### src/hw/aux_packet_pkg.sv
// Overview of operation
// - Color depth codes 0100..0111 decode to 8, 10, 12 and 16 bits per component.
// - Code zero means depth not indicated; other codes are reserved for users.
// - Sideband bit 4 sets AV mute, bit 5 clears it, placed in the control packet.
// - All other control packet fields, packing and default phase, are computed here.
// - Incoming general control packets on the auxiliary input are always removed.
// - The video InfoFrame bundle is driven and sampled on the link symbol clock.
// - Bits 7:0 checksum default 67h; scan, bar valid, active info, color format zero.
// - Bits 19:16 aspect ratio default 8h; other fields up to bit 31 default zero.
// - Format code, repetition, content type, YCC range default zero; bits 15, 39 zero.
// - Four sixteen-bit bar position fields in bits 111:48 default to zero.
// - Bundle bit 112 set: no own video InfoFrame, incoming ones pass unchanged.
// - Bit 112 clear with nonzero field bits: insert InfoFrame built from those bits.
// - Bit 112 clear with all field bits zero: insert InfoFrame from default values.
// - While bit 112 is clear, incoming video InfoFrames are removed.
// - One general control packet per frame, started by the vertical sync rising edge.
// - At most one video InfoFrame per frame, started by the vertical sync rising edge.
package aux_packet_pkg;

   localparam int WORD_W      = 32;
   localparam int PKT_WORDS   = 8;
   localparam int IDX_W       = 3;
   localparam int BODY_W      = 224;
   localparam int HDR_W       = 24;
   localparam int GCP_W       = 6;
   localparam int AVI_FIELD_W = 112;
   localparam int AVI_CTRL    = 112;
   localparam int AVI_RSVD_A  = 15;
   localparam int AVI_RSVD_B  = 39;
   localparam int GCP_SET_BIT = 4;
   localparam int GCP_CLR_BIT = 5;
   localparam int SB0_CLR_BIT = 4;
   localparam int TYPE_LSB    = 0;

   // Packet header bytes.
   localparam logic [7:0] GCP_TYPE    = 8'h03;
   localparam logic [7:0] AVI_TYPE    = 8'h82;
   localparam logic [7:0] AVI_VERSION = 8'h02;
   localparam logic [7:0] AVI_LENGTH  = 8'h0D;
   localparam logic [7:0] ZERO_BYTE   = 8'h00;

   // Color depth codes and their bits per component.
   localparam logic [3:0] DEPTH_NONE = 4'h0;
   localparam logic [3:0] DEPTH_8    = 4'h4;
   localparam logic [3:0] DEPTH_10   = 4'h5;
   localparam logic [3:0] DEPTH_12   = 4'h6;
   localparam logic [3:0] DEPTH_16   = 4'h7;
   localparam logic [4:0] BPC_NONE = 5'h00;
   localparam logic [4:0] BPC_8    = 5'h08;
   localparam logic [4:0] BPC_10   = 5'h0A;
   localparam logic [4:0] BPC_12   = 5'h0C;
   localparam logic [4:0] BPC_16   = 5'h10;
   localparam logic [3:0] PP_PHASE = 4'h0;

   // Default video InfoFrame fields: checksum 67h, aspect ratio 8h, rest zero.
   localparam logic [111:0] AVI_DEFAULT = 112'h0000_0000_0000_0000_0000_0008_0067;

   typedef enum logic [2:0] {
      ST_IDLE = 3'b001,
      ST_GEN  = 3'b010,
      ST_PASS = 3'b100
   } seq_state_type;

endpackage

### src/hw/aux_packet_filter.sv
`timescale 1ns/1ns
// Removes unwanted packets from the auxiliary input stream and registers the rest.
module aux_packet_filter
   import aux_packet_pkg::*;
(
   input  wire logic              clock_i,
   input  wire logic              rstn_i,
   input  wire logic              avi_pass_i,
   input  wire logic              in_valid_i,
   input  wire logic              in_sop_i,
   input  wire logic              in_eop_i,
   input  wire logic [WORD_W-1:0] in_data_i,
   output logic                   in_ready_o,
   output logic                   out_valid_o,
   output logic                   out_sop_o,
   output logic                   out_eop_o,
   output logic [WORD_W-1:0]      out_data_o,
   input  wire logic              out_ready_i
);

   logic drop_q;
   logic take;
   logic is_gcp;
   logic is_avi;
   logic drop_now;
   logic valid_d;

   // A packet is judged by its header word; the verdict holds until its last word.
   assign take     = in_valid_i & in_ready_o;
   assign is_gcp   = in_data_i[TYPE_LSB +: 8] == GCP_TYPE;
   assign is_avi   = in_data_i[TYPE_LSB +: 8] == AVI_TYPE;
   assign drop_now = in_sop_i ? (is_gcp | (is_avi & ~avi_pass_i)) : drop_q;
   assign valid_d  = out_valid_o ? ~out_ready_i : (take & ~drop_now);

   // One-word stage; the ready flag is registered so it only opens when empty.
   always_ff @(posedge clock_i) begin
      if (!rstn_i) begin
         drop_q      <= 1'b0;
         out_valid_o <= 1'b0;
         out_sop_o   <= 1'b0;
         out_eop_o   <= 1'b0;
         out_data_o  <= '0;
         in_ready_o  <= 1'b1;
      end else begin
         out_valid_o <= valid_d;
         in_ready_o  <= ~valid_d;
         if (take) begin
            drop_q     <= drop_now & ~in_eop_i;
            out_sop_o  <= in_sop_i;
            out_eop_o  <= in_eop_i;
            out_data_o <= in_data_i;
         end
      end
   end

   no_gcp_out_a : assert property (@(posedge clock_i) disable iff (!rstn_i)
      take && in_sop_i && is_gcp |=> !out_valid_o ##1 !(out_valid_o && out_data_o[7:0] == GCP_TYPE && out_sop_o))
      else $error("Control packet leaked through the filter.");

   avi_drop_a : assert property (@(posedge clock_i) disable iff (!rstn_i)
      take && in_sop_i && is_avi && !avi_pass_i && !in_eop_i |=> !out_valid_o && drop_q)
      else $error("Video InfoFrame not removed while insertion is on.");

   avi_pass_a : assert property (@(posedge clock_i) disable iff (!rstn_i)
      take && in_sop_i && is_avi && avi_pass_i |=> out_valid_o && out_sop_o && out_data_o == $past(in_data_i))
      else $error("Video InfoFrame not passed through while insertion is off.");

endmodule // aux_packet_filter

### src/hw/aux_gcp_avi_field_source.sv
`timescale 1ns/1ns
// Generates the control packet once per frame, and the video InfoFrame once per frame while bit 112 is clear,
// and merges them with the filtered auxiliary input stream. All inputs are on the link symbol clock.
module aux_gcp_avi_field_source
   import aux_packet_pkg::*;
(
   input  wire logic                  clock_i,
   input  wire logic                  rstn_i,
   input  wire logic                  vsync_i,
   input  wire logic [GCP_W-1:0]      gcp_i,
   input  wire logic [AVI_CTRL:0]     info_avi_i,
   input  wire logic                  aux_in_valid_i,
   input  wire logic                  aux_in_sop_i,
   input  wire logic                  aux_in_eop_i,
   input  wire logic [WORD_W-1:0]     aux_in_data_i,
   output logic                       aux_in_ready_o,
   output logic                       aux_out_valid_o,
   output logic                       aux_out_sop_o,
   output logic                       aux_out_eop_o,
   output logic [WORD_W-1:0]          aux_out_data_o,
   input  wire logic                  aux_out_ready_i,
   output logic [4:0]                 color_depth_bpc_o,
   output logic                       gen_busy_o
);

   // Maps a color depth code to bits per component; reserved codes give zero.
   function automatic logic [4:0] depth_bpc(input logic [3:0] code);
      unique case (code)
         DEPTH_8:  depth_bpc = BPC_8;
         DEPTH_10: depth_bpc = BPC_10;
         DEPTH_12: depth_bpc = BPC_12;
         DEPTH_16: depth_bpc = BPC_16;
         default: depth_bpc = BPC_NONE;
      endcase
   endfunction

   // Word 0 carries the three header bytes, words 1..7 the body bytes low first.
   function automatic logic [WORD_W-1:0] packet_word(input logic [HDR_W-1:0]  hdr,
                                                     input logic [BODY_W-1:0] body,
                                                     input logic [IDX_W-1:0]  idx);
      logic [IDX_W-1:0] slot;
      slot = idx - 3'h1;
      if (idx == '0) begin
         packet_word = {ZERO_BYTE, hdr};
      end else begin
         packet_word = body[slot*WORD_W +: WORD_W];
      end
   endfunction

   seq_state_type state_q;
   seq_state_type state_d;
   logic                   vsync_q;
   logic                   gcp_pend_q;
   logic                   avi_pend_q;
   logic                   gen_gcp_q;
   logic [IDX_W-1:0]       idx_q;
   logic [GCP_W-1:0]       gcp_hold_q;
   logic [AVI_FIELD_W-1:0] avi_hold_q;
   logic                   f_valid;
   logic                   f_sop;
   logic                   f_eop;
   logic [WORD_W-1:0]      f_data;
   logic                   f_ready;

   aux_packet_filter u_filter (
      .clock_i     (clock_i),
      .rstn_i      (rstn_i),
      .avi_pass_i  (info_avi_i[AVI_CTRL]),
      .in_valid_i  (aux_in_valid_i),
      .in_sop_i    (aux_in_sop_i),
      .in_eop_i    (aux_in_eop_i),
      .in_data_i   (aux_in_data_i),
      .in_ready_o  (aux_in_ready_o),
      .out_valid_o (f_valid),
      .out_sop_o   (f_sop),
      .out_eop_o   (f_eop),
      .out_data_o  (f_data),
      .out_ready_i (f_ready)
   );

   // Sync edge and the state of the generator.
   logic vs_rise;
   logic load;
   logic gen_on;
   logic last_word;
   logic sending_gcp;
   logic sending_avi;
   logic avi_nonzero;
   logic f_take;
   assign vs_rise     = vsync_i & ~vsync_q;
   assign load        = ~aux_out_valid_o | aux_out_ready_i;
   assign gen_on      = state_q == ST_GEN;
   assign last_word   = idx_q == IDX_W'(PKT_WORDS - 1);
   assign sending_gcp = gen_on & gen_gcp_q;
   assign sending_avi = gen_on & ~gen_gcp_q;
   assign avi_nonzero = |info_avi_i[AVI_FIELD_W-1:0];
   assign f_ready     = (state_q == ST_PASS) & load;
   assign f_take      = f_valid & f_ready;

   // Control packet body: mute flags, color depth with packing phase, default phase.
   logic [3:0]        color_depth_code;
   logic              def_phase;
   logic [7:0]        sb0;
   logic [7:0]        sb1;
   logic [7:0]        sb2;
   logic [BODY_W-1:0] gcp_body;
   assign color_depth_code = (depth_bpc(gcp_hold_q[3:0]) == BPC_NONE) ? DEPTH_NONE : gcp_hold_q[3:0];
   assign def_phase = (color_depth_code == DEPTH_NONE) | (color_depth_code == DEPTH_8);
   assign sb0       = {3'h0, gcp_hold_q[GCP_CLR_BIT], 3'h0, gcp_hold_q[GCP_SET_BIT]};
   assign sb1       = {PP_PHASE, color_depth_code};
   assign sb2       = {7'h00, def_phase};
   assign gcp_body  = {(BODY_W - 24)'(0), sb2, sb1, sb0};

   // Video InfoFrame body: captured fields with reserved bits forced low.
   logic [AVI_FIELD_W-1:0] avi_clean;
   logic [BODY_W-1:0]      avi_body;
   logic [WORD_W-1:0]      gen_word;
   always_comb begin
      avi_clean             = avi_hold_q;
      avi_clean[AVI_RSVD_A] = 1'b0;
      avi_clean[AVI_RSVD_B] = 1'b0;
   end
   assign avi_body = {(BODY_W - AVI_FIELD_W)'(0), avi_clean};
   assign gen_word = gen_gcp_q ? packet_word({ZERO_BYTE, ZERO_BYTE, GCP_TYPE}, gcp_body, idx_q)
                               : packet_word({AVI_LENGTH, AVI_VERSION, AVI_TYPE}, avi_body, idx_q);

   // Sequencer: generated packets take priority over passthrough at packet boundaries.
   always_comb begin
      state_d = state_q;
      unique case (state_q)
         ST_IDLE: begin
            if (load && (gcp_pend_q || avi_pend_q)) begin
               state_d = ST_GEN;
            end else if (load && f_valid) begin
               state_d = ST_PASS;
            end
         end
         ST_GEN: begin
            if (load && last_word) begin
               state_d = ST_IDLE;
            end
         end
         ST_PASS: begin
            if (f_take && f_eop) begin
               state_d = ST_IDLE;
            end
         end
         default: state_d = ST_IDLE;
      endcase
   end

   // Packet selection, word counter and the registered output stage.
   always_ff @(posedge clock_i) begin
      if (!rstn_i) begin
         state_q         <= ST_IDLE;
         gen_gcp_q       <= 1'b0;
         idx_q           <= '0;
         aux_out_valid_o <= 1'b0;
         aux_out_sop_o   <= 1'b0;
         aux_out_eop_o   <= 1'b0;
         aux_out_data_o  <= '0;
      end else begin
         state_q <= state_d;
         if (state_q == ST_IDLE && load) begin
            gen_gcp_q <= gcp_pend_q;
            idx_q     <= '0;
         end
         if (load) begin
            aux_out_valid_o <= gen_on | f_take;
            aux_out_sop_o   <= gen_on ? (idx_q == '0) : f_sop;
            aux_out_eop_o   <= gen_on ? last_word : f_eop;
            aux_out_data_o  <= gen_on ? gen_word : f_data;
            if (gen_on) begin
               idx_q <= idx_q + 3'h1;
            end
         end
      end
   end

   // Per-frame capture; a copy being sent is never overwritten and a sync edge during its sending is dropped.
   always_ff @(posedge clock_i) begin
      if (!rstn_i) begin
         vsync_q           <= 1'b0;
         gcp_pend_q        <= 1'b0;
         avi_pend_q        <= 1'b0;
         gcp_hold_q        <= '0;
         avi_hold_q        <= AVI_DEFAULT;
         color_depth_bpc_o <= BPC_NONE;
         gen_busy_o        <= 1'b0;
      end else begin
         vsync_q           <= vsync_i;
         color_depth_bpc_o <= depth_bpc(gcp_hold_q[3:0]);
         gen_busy_o        <= state_d == ST_GEN;
         if (sending_gcp && load && last_word) begin
            gcp_pend_q <= 1'b0;
         end
         if (sending_avi && load && last_word) begin
            avi_pend_q <= 1'b0;
         end
         if (vs_rise && !sending_gcp) begin
            gcp_pend_q <= 1'b1;
            gcp_hold_q <= gcp_i;
         end
         if (vs_rise && !sending_avi) begin
            avi_pend_q <= ~info_avi_i[AVI_CTRL];
            avi_hold_q <= avi_nonzero ? info_avi_i[AVI_FIELD_W-1:0] : AVI_DEFAULT;
         end
      end
   end

   gcp_per_frame_a : assert property (@(posedge clock_i) disable iff (!rstn_i)
      vs_rise && !sending_gcp |=> gcp_pend_q ##[1:40] (sending_gcp && idx_q == '0))
      else $error("Control packet not started after sync edge.");

   avi_disabled_a : assert property (@(posedge clock_i) disable iff (!rstn_i)
      vs_rise && info_avi_i[AVI_CTRL] && !sending_avi |=> !avi_pend_q)
      else $error("Video InfoFrame scheduled while insertion is off.");

   avi_fields_a : assert property (@(posedge clock_i) disable iff (!rstn_i)
      vs_rise && avi_nonzero && !info_avi_i[AVI_CTRL] && !sending_avi
      |=> avi_pend_q && avi_hold_q == $past(info_avi_i[AVI_FIELD_W-1:0]))
      else $error("Video InfoFrame fields not captured.");

   avi_default_a : assert property (@(posedge clock_i) disable iff (!rstn_i)
      vs_rise && !avi_nonzero && !sending_avi |=> avi_hold_q == AVI_DEFAULT)
      else $error("Video InfoFrame defaults not applied.");

   hold_stable_a : assert property (@(posedge clock_i) disable iff (!rstn_i)
      sending_avi && !last_word |=> $stable(avi_hold_q))
      else $error("Video InfoFrame copy changed while sending.");

   mute_bits_a : assert property (@(posedge clock_i) disable iff (!rstn_i)
      sending_gcp && load && idx_q == 3'h1
      |=> aux_out_data_o[0] == gcp_hold_q[GCP_SET_BIT] && aux_out_data_o[SB0_CLR_BIT] == gcp_hold_q[GCP_CLR_BIT])
      else $error("Mute flags misplaced in control packet.");

   depth_decode_a : assert property (@(posedge clock_i) disable iff (!rstn_i)
      gcp_hold_q[3:0] == DEPTH_12 ##1 $stable(gcp_hold_q) |=> color_depth_bpc_o == BPC_12)
      else $error("Color depth code decoded wrongly.");

   reserved_zero_a : assert property (@(posedge clock_i) disable iff (!rstn_i)
      sending_avi && load && idx_q == 3'h1 |=> !aux_out_data_o[AVI_RSVD_A])
      else $error("Reserved InfoFrame bit not zero.");

   // The second reserved bit sits in the second body word, so it is checked when that word loads.
   reserved_high_a : assert property (@(posedge clock_i) disable iff (!rstn_i)
      sending_avi && load && idx_q == 3'h2 |=> !aux_out_data_o[AVI_RSVD_B - WORD_W])
      else $error("Reserved InfoFrame bit in the second body word not zero.");

   packet_len_a : assert property (@(posedge clock_i) disable iff (!rstn_i)
      gen_on && idx_q == '0 && load |=> aux_out_sop_o ##[7:100] (aux_out_eop_o && aux_out_valid_o))
      else $error("Generated packet length wrong.");

endmodule // aux_gcp_avi_field_source

### config.mk
export PLATFORM = sky130hd
export DESIGN_NAME = aux_gcp_avi_field_source
export DESIGN_NICKNAME = d
export VERILOG_FILES = /design/src/hw/aux_packet_pkg.sv /design/src/hw/aux_packet_filter.sv /design/src/hw/aux_gcp_avi_field_source.sv
export SDC_FILE = /design/constraint.sdc
export NUM_CORES = 1
export LEC_CHECK = 0
export BUFFER_PORTS_ARGS = -buffer_cell sky130_fd_sc_hd__buf_4
export CAP_MARGIN = 10
export CORE_MARGIN = 2
export CORE_UTILIZATION = 34
export DETAILED_ROUTE_END_ITERATION = 6
export PLACE_DENSITY = 0.56
export SKIP_LAST_GASP = 1
export SYNTH_ARGS = -nofsm -noshare
export SYNTH_HDL_FRONTEND = slang
export SYNTH_HIERARCHICAL = 1
export SYNTH_SLANG_ARGS = --single-unit
### constraint.sdc
create_clock -name clock_i -period 4.1 [get_ports clock_i]
set_clock_uncertainty 0.05 [all_clocks]
set_input_delay 1.23 -clock clock_i [delete_from_list [all_inputs] [get_ports clock_i]]
set_output_delay 1.23 -clock clock_i [all_outputs]
set_load 0.02 [all_outputs]
# Yosys cells after proc, flatten, opt, wreduce, memory -nomap -nowiden
# Index checks and enable logic that the tools add are counted.
# op_classes
add_sub_neg	2
shift	2
mux	23
n_eq_ne	12
n_bitwise	21
reduce_logical	20
# ops
operator	n
$shiftx 224x9->32	2
$mux 32	4
$mux 112	1
$reduce_or 112->1	1
$mux 3	7
$eq 4x3->1 const B	5
$pmux 5 s4	1
$logic_and 1x1->1	11
$and 1x1->1	9
$pmux 3 s3	1
$eq 8x2->1 const B	1
$eq 8x8->1 const B	1
$mux 1	8
$not 1->1	8
$eq 3x2->1 const B	2
$eq 3x3->1 const B	2
$logic_not 5->1	1
$logic_not 4->1	1
$mux 4	1
$or 1x1->1	4
$reduce_bool 2->1	2
$add 3x1->3 const B	1
$eq 3x1->1 const B	1
$logic_not 3->1	1
other kinds (3)	4
# totals
register_bits	206
out_inout_bits	42
wordCells	100

# Depth between registers and ports, before layout
# logic_depth
ltp_word	10
depth_mapped	12

# Hierarchy
# The synthesis kept the hierarchy.
# by_module_without_submodules
module	cells_each	seq_area_each_um2	instances	area_per_inst_um2
aux_gcp_avi_field_source	907	3323.2	1	7414.6
aux_packet_filter	166	740.7	1	1418.9

# Least setup slack after synthesis
# OpenSTA, ideal clock, no wires.
# synth_path
kind	reg-to-reg
start	register idx_q[0]
end	register aux_out_data_o[0]
period_less_slack_ps	2870
arrival_time_ps	2698
stages_incl_launch_ff	11
path_slack_ps	1230
setup_ps	123
required_ps	3927
cell_sequence	dfxtp_1 buf_2 buf_2 buf_1 inv_1 ha_1 buf_2 buf_2 mux4_2 nand3_1 o21ai_0
# synth_via
elab_chain_len	5
word_cells_on_any_way	8
# synth_rtl
item	line	rtl
start, declared	aux_gcp_avi_field_source.sv:56	logic [IDX_W-1:0] idx_q;
start signal, assigned	aux_gcp_avi_field_source.sv:174	idx_q <= idx_q + 3'h1;
$sub 3x1->3	aux_gcp_avi_field_source.sv:42	slot = idx - 3'h1;
$shiftx 224x9->32	aux_gcp_avi_field_source.sv:46	packet_word = body[slot*WORD_W +: WORD_W];
$mux 32	aux_gcp_avi_field_source.sv:43	if (idx == '0) begin
$mux 32 *	aux_gcp_avi_field_source.sv:124	assign gen_word = gen_gcp_q ? packet_word({ZERO_BYTE, ZERO_BYTE, GCP_TYPE}, gcp_body, idx_q)
$mux 32 *	aux_gcp_avi_field_source.sv:172	aux_out_data_o <= gen_on ? gen_word : f_data;
end signal, assigned	aux_gcp_avi_field_source.sv:172	
end, declared	aux_gcp_avi_field_source.sv:20	output logic [WORD_W-1:0] aux_out_data_o,
# Every way passes the cells marked *; elsewhere a longest branch is shown, timed or not.
# A chain may end at the register's enable or synchronous reset.

# Final worst setup path
# layout_path
start	input info_avi_i[40]
end	register avi_hold_q[0]
# layout_via
elab_chain_len	2
# layout_rtl
item	line	rtl
start, declared	aux_gcp_avi_field_source.sv:11	input wire logic [AVI_CTRL:0] info_avi_i,
$reduce_or 112->1	aux_gcp_avi_field_source.sv:96	assign avi_nonzero = |info_avi_i[AVI_FIELD_W-1:0];
$mux 112	aux_gcp_avi_field_source.sv:206	avi_hold_q <= avi_nonzero ? info_avi_i[AVI_FIELD_W-1:0] : AVI_DEFAULT;
end signal, assigned	aux_gcp_avi_field_source.sv:206	
end, declared	aux_gcp_avi_field_source.sv:58	logic [AVI_FIELD_W-1:0] avi_hold_q;
# Every way passes these cells.

==> out/results.txt <==
Status = finished clean
Clock-pin slew on the worst setup and hold paths = 0.06 ns
Final setup vio count = 0
Clock share of power = 42.8%
Hold Vio Cnt, Final = 0
Layout fillers = 2568
Hold wc startpoint = avi_hold_q[11]$_SDFFE_PN0P_
Initial Util = 34.9%
Final WS setup = 0.962 ns
Hold Path Sink = avi_hold_q[11]$_SDFFE_PN0P_
CP Launch Type = input port
DRC errors left = 0
Flop pwr share = 43.4%
Combinational power share = 13.8%
Max Fclk = 319 MHz
First-pass DRT Iterations = 5
Reg2reg setup slack = 1.54 ns
Cell Area, Placed = 10500 um^2
Initial drt markers = 611
Deepest clock path buffer count = 3
Die H = 165 um
Slowest CP cell = nor4_1
Switching share of total power = 26.4%
H-tree depth = 1
Post-synth EDFFs = 0
Flip-flop and latch area = 4060 um^2
Reg2reg start = state_q[1]$_SDFF_PN0_
Worst hold path depth = 2
Area delta synth->final = 28.4%
Per-cell routed wire length = 17.9 um
Switching power total = 0.00134 W
Final core area utilization = 44.8%
Worst R2R Path Depth = 7
Leakage = 4.41 nW
Final wirelength = 28.4 mm
Dpl ws = 0.525 ns
Root buf cell = clkbuf_16
Design Area, Final = 11300 um^2
Post-route minimum period = 3.14 ns
MaxCap Viol Count = 0
Crit share post-route = 76.5%
Syn Nets = 1235
Routability cong. = 0.858
CP required = 4.50 ns
Post-Syn Instances = 1073
Clk sinks = 203
Global-route usage over all layers = 20.7%
Vias in the first global route = 7876
Max-slew headroom = 24.2%
# rows = 58
CP max stage delay = 0.95 ns
Peak supply drop = 0.237 mV
PostCTS Resize Cnt = 0
Via density = 5.12
Slew Viols, Final = 0
Boundary Pins = 200
Setup Buffers After CTS = 0
Unrepaired setup endpoints after global routing = no
Register bit total from synthesis = 203
Core area = 25300 um^2
Internal power = 0.00372 W
Nets@finish = 1398
Non-Filler Instances = 1584
R2R Path End = avi_hold_q[91]$_SDFFE_PN0P_
Die Wd = 165 um
Netlist cell types = 57
N_diodes = 0
Initial antenna violation count = 0
Seq/Total Area, Yosys = 46.0%
First-pass GRT wire length = 43.8 mm
CTS tree = yes
I/O Buffers = 198
Worst-margin pin slew = 1.13 ns
Setup tns final = 0 ns
Largest net degree at the start of global routing = 68
Vias = 8116
Insertion delay to the later sink of the worst-skew pair = 0.52 ns
DP Wirelength = 20.7 mm
Netlist Area Pre-Place = 8830 um^2
Die ar. = 27300 um^2
CP endpoint kind = register
HP Class = register to register
CP bufs+invs = 1
Post-route ant nets = 0
Inst Count DP = 1540
Kind of critical path = input port to register
Fraction of registers with async set or reset after synthesis = 0%
Top delay family on crit path = simple AND/OR/NAND/NOR gates
GR Overflow Total = 0
Pwr dens = 446 nW/um^2
Avg Cell Area, Syn = 8.23 um^2
CP cell instances = buf_4 -> nor4_1 -> nand4_1 -> nor3_1 -> a2111oi_0 -> a31oi_1
Worst endpoint data arrival time = 3.54 ns
Main synth FF type = dfxtp_1
Area of the multi-input gates = 4310 um^2
Yosys Warn Count = 6
Worst Path Max Fanout = 6
Fraction of layout cells with a size suffix above 1 = 25.5%
Total CTS buffers = 24
Post-CTS Hold Buffers = 0
[layout by cell type, fill, tap and decap left out, drive strengths merged, types with 2 or more instances in the layout]
cell type	instances
bufinv	2
a31oi	37
a311oi	2
a22o	13
a211oi	3
clkbuf	34
mux2i	9
nor4b	2
clkinv	6
and3	4
xor2	2
dfxtp	203
nand2	344
nor2b	6
o21ai	17
and2	6
clkinvlp	2
nor3	9
ha	4
nor2	27
o22ai	2
nand4	8
buf	221
a21oi	117
nand3	32
a21boi	35
mux2	16
inv	13
or3	2
nand2b	3
a22oi	5
nor4	31
a2111oi	8
nor3b	3
mux4	14
[synth_stat cells, drive strengths merged (13+ instances only)]
| library cell | n | area, um^2 |
|---|---|---|
| a21boi | 35 | 274 |
| a21oi | 117 | 627 |
| a22o | 13 | 114 |
| a31oi | 37 | 231 |
| buf | 42 | 259 |
| clkbuf | 42 | 158 |
| dfxtp | 203 | 4060 |
| inv | 13 | 48.8 |
| mux2 | 16 | 180 |
| mux4 | 14 | 315 |
| nand2 | 344 | 1320 |
| nand3 | 32 | 160 |
| nor2 | 27 | 111 |
| nor4 | 31 | 194 |
| o21ai | 17 | 85.1 |
[worst max-delay path by stage]
stage | start | endpoint | slack (ns) | depth (start not counted)
finish | info_avi_i[40] | avi_hold_q[0]$_SDFFE_PN1P_ | 0.96 | 6
global route | info_avi_i[40] | avi_hold_q[5]$_SDFFE_PN1P_ | 0.99 | 6
CTS | info_avi_i[40] | avi_hold_q[0]$_SDFFE_PN1P_ | 1.04 | 6
detailed placement | info_avi_i[40] | avi_hold_q[0]$_SDFFE_PN1P_ | 0.52 | 6
global placement | info_avi_i[40] | avi_hold_q[0]$_SDFFE_PN1P_ | 0.49 | 6
floorplan | idx_q[0]$_SDFF_PN0_ | aux_out_data_o[0]$_SDFFE_PN0N_ | 1.23 | 10
[kinds of logic after synthesis]
kind of cell               share of synthesized area [%]
and+or+nand+nor                                     23.6
AOI/OAI and AO/OA                                   17.6
DFF                                                 46.0
muxes                                               6.63
adders and majority gates                          0.567
xor gates and xnor gates                           0.198
other                                             0.0425
buffers and inverters                               5.27
[final cells by class]
| cell class | count | share of cell area [%] |
|---|---|---|
| clock buffers | 34 | 6.16 |
| repair buffers | 221 | 14.8 |
| flip-flops and latches | 203 | 35.8 |
| multi-input cells | 773 | 38.0 |
| inverters | 13 | 0.452 |
| clock inverters | 10 | 1.03 |
| well taps | 330 | 3.64 |
[flip-flops by register name, summed over array words and instances, names as in the netlist]
name / count
aux_out_data_o: 32
gen_busy_o: 1
u_filter/in_ready_o: 1
u_filter/out_valid_o: 1
idx_q: 3
vsync_q: 1
u_filter/out_data_o: 32
gcp_hold_q: 6
state_q: 3
u_filter/out_sop_o: 1
color_depth_bpc_o: 4
avi_pend_q: 1
aux_out_sop_o: 1
aux_out_eop_o: 1
avi_hold_q: 110
u_filter/out_eop_o: 1
gcp_pend_q: 1
u_filter/drop_q: 1
gen_gcp_q: 1
aux_out_valid_o: 1
[power groups by stage]
stage | registers, W | logic [W] | clock network, W
finish | 0.00219 | 0.000697 | 0.00217
CTS | 0.00219 | 0.000702 | 0.00222
floorplan | 0.00223 | 0.000396 | 0
global placement | 0.00223 | 0.000698 | 0
detailed placement | 0.00224 | 0.000700 | 0
global route | 0.00221 | 0.000770 | 0.00230
[tightest hold or removal path: stages (launching register included)]
cell and delay (ns):
dfxtp_1 0.30, nand2_1 0.05, a21oi_1 0.05
[stage by stage]
stage          hold slack [ns]  power (W)
4_1_cts                  0.404    0.00511
2_1_floorplan            0.383    0.00262
3_5_place_dp             0.396    0.00294
3_3_place_gp             0.390    0.00293
6_report                 0.401    0.00506
5_1_grt                  0.420    0.00528
[per-layer routing]
layer | track usage (%) | vias to the layer above | part of all wire (%)
met5 | 0 | - | 0
met4 | 4.82 | 0 | 1.8
met3 | 3.12 | 37 | 6.3
met2 | 32.0 | 245 | 44
met1 | 30.2 | 3799 | 48
li1 | - | 4035 | -
Power figures use the tool's default switching activity.
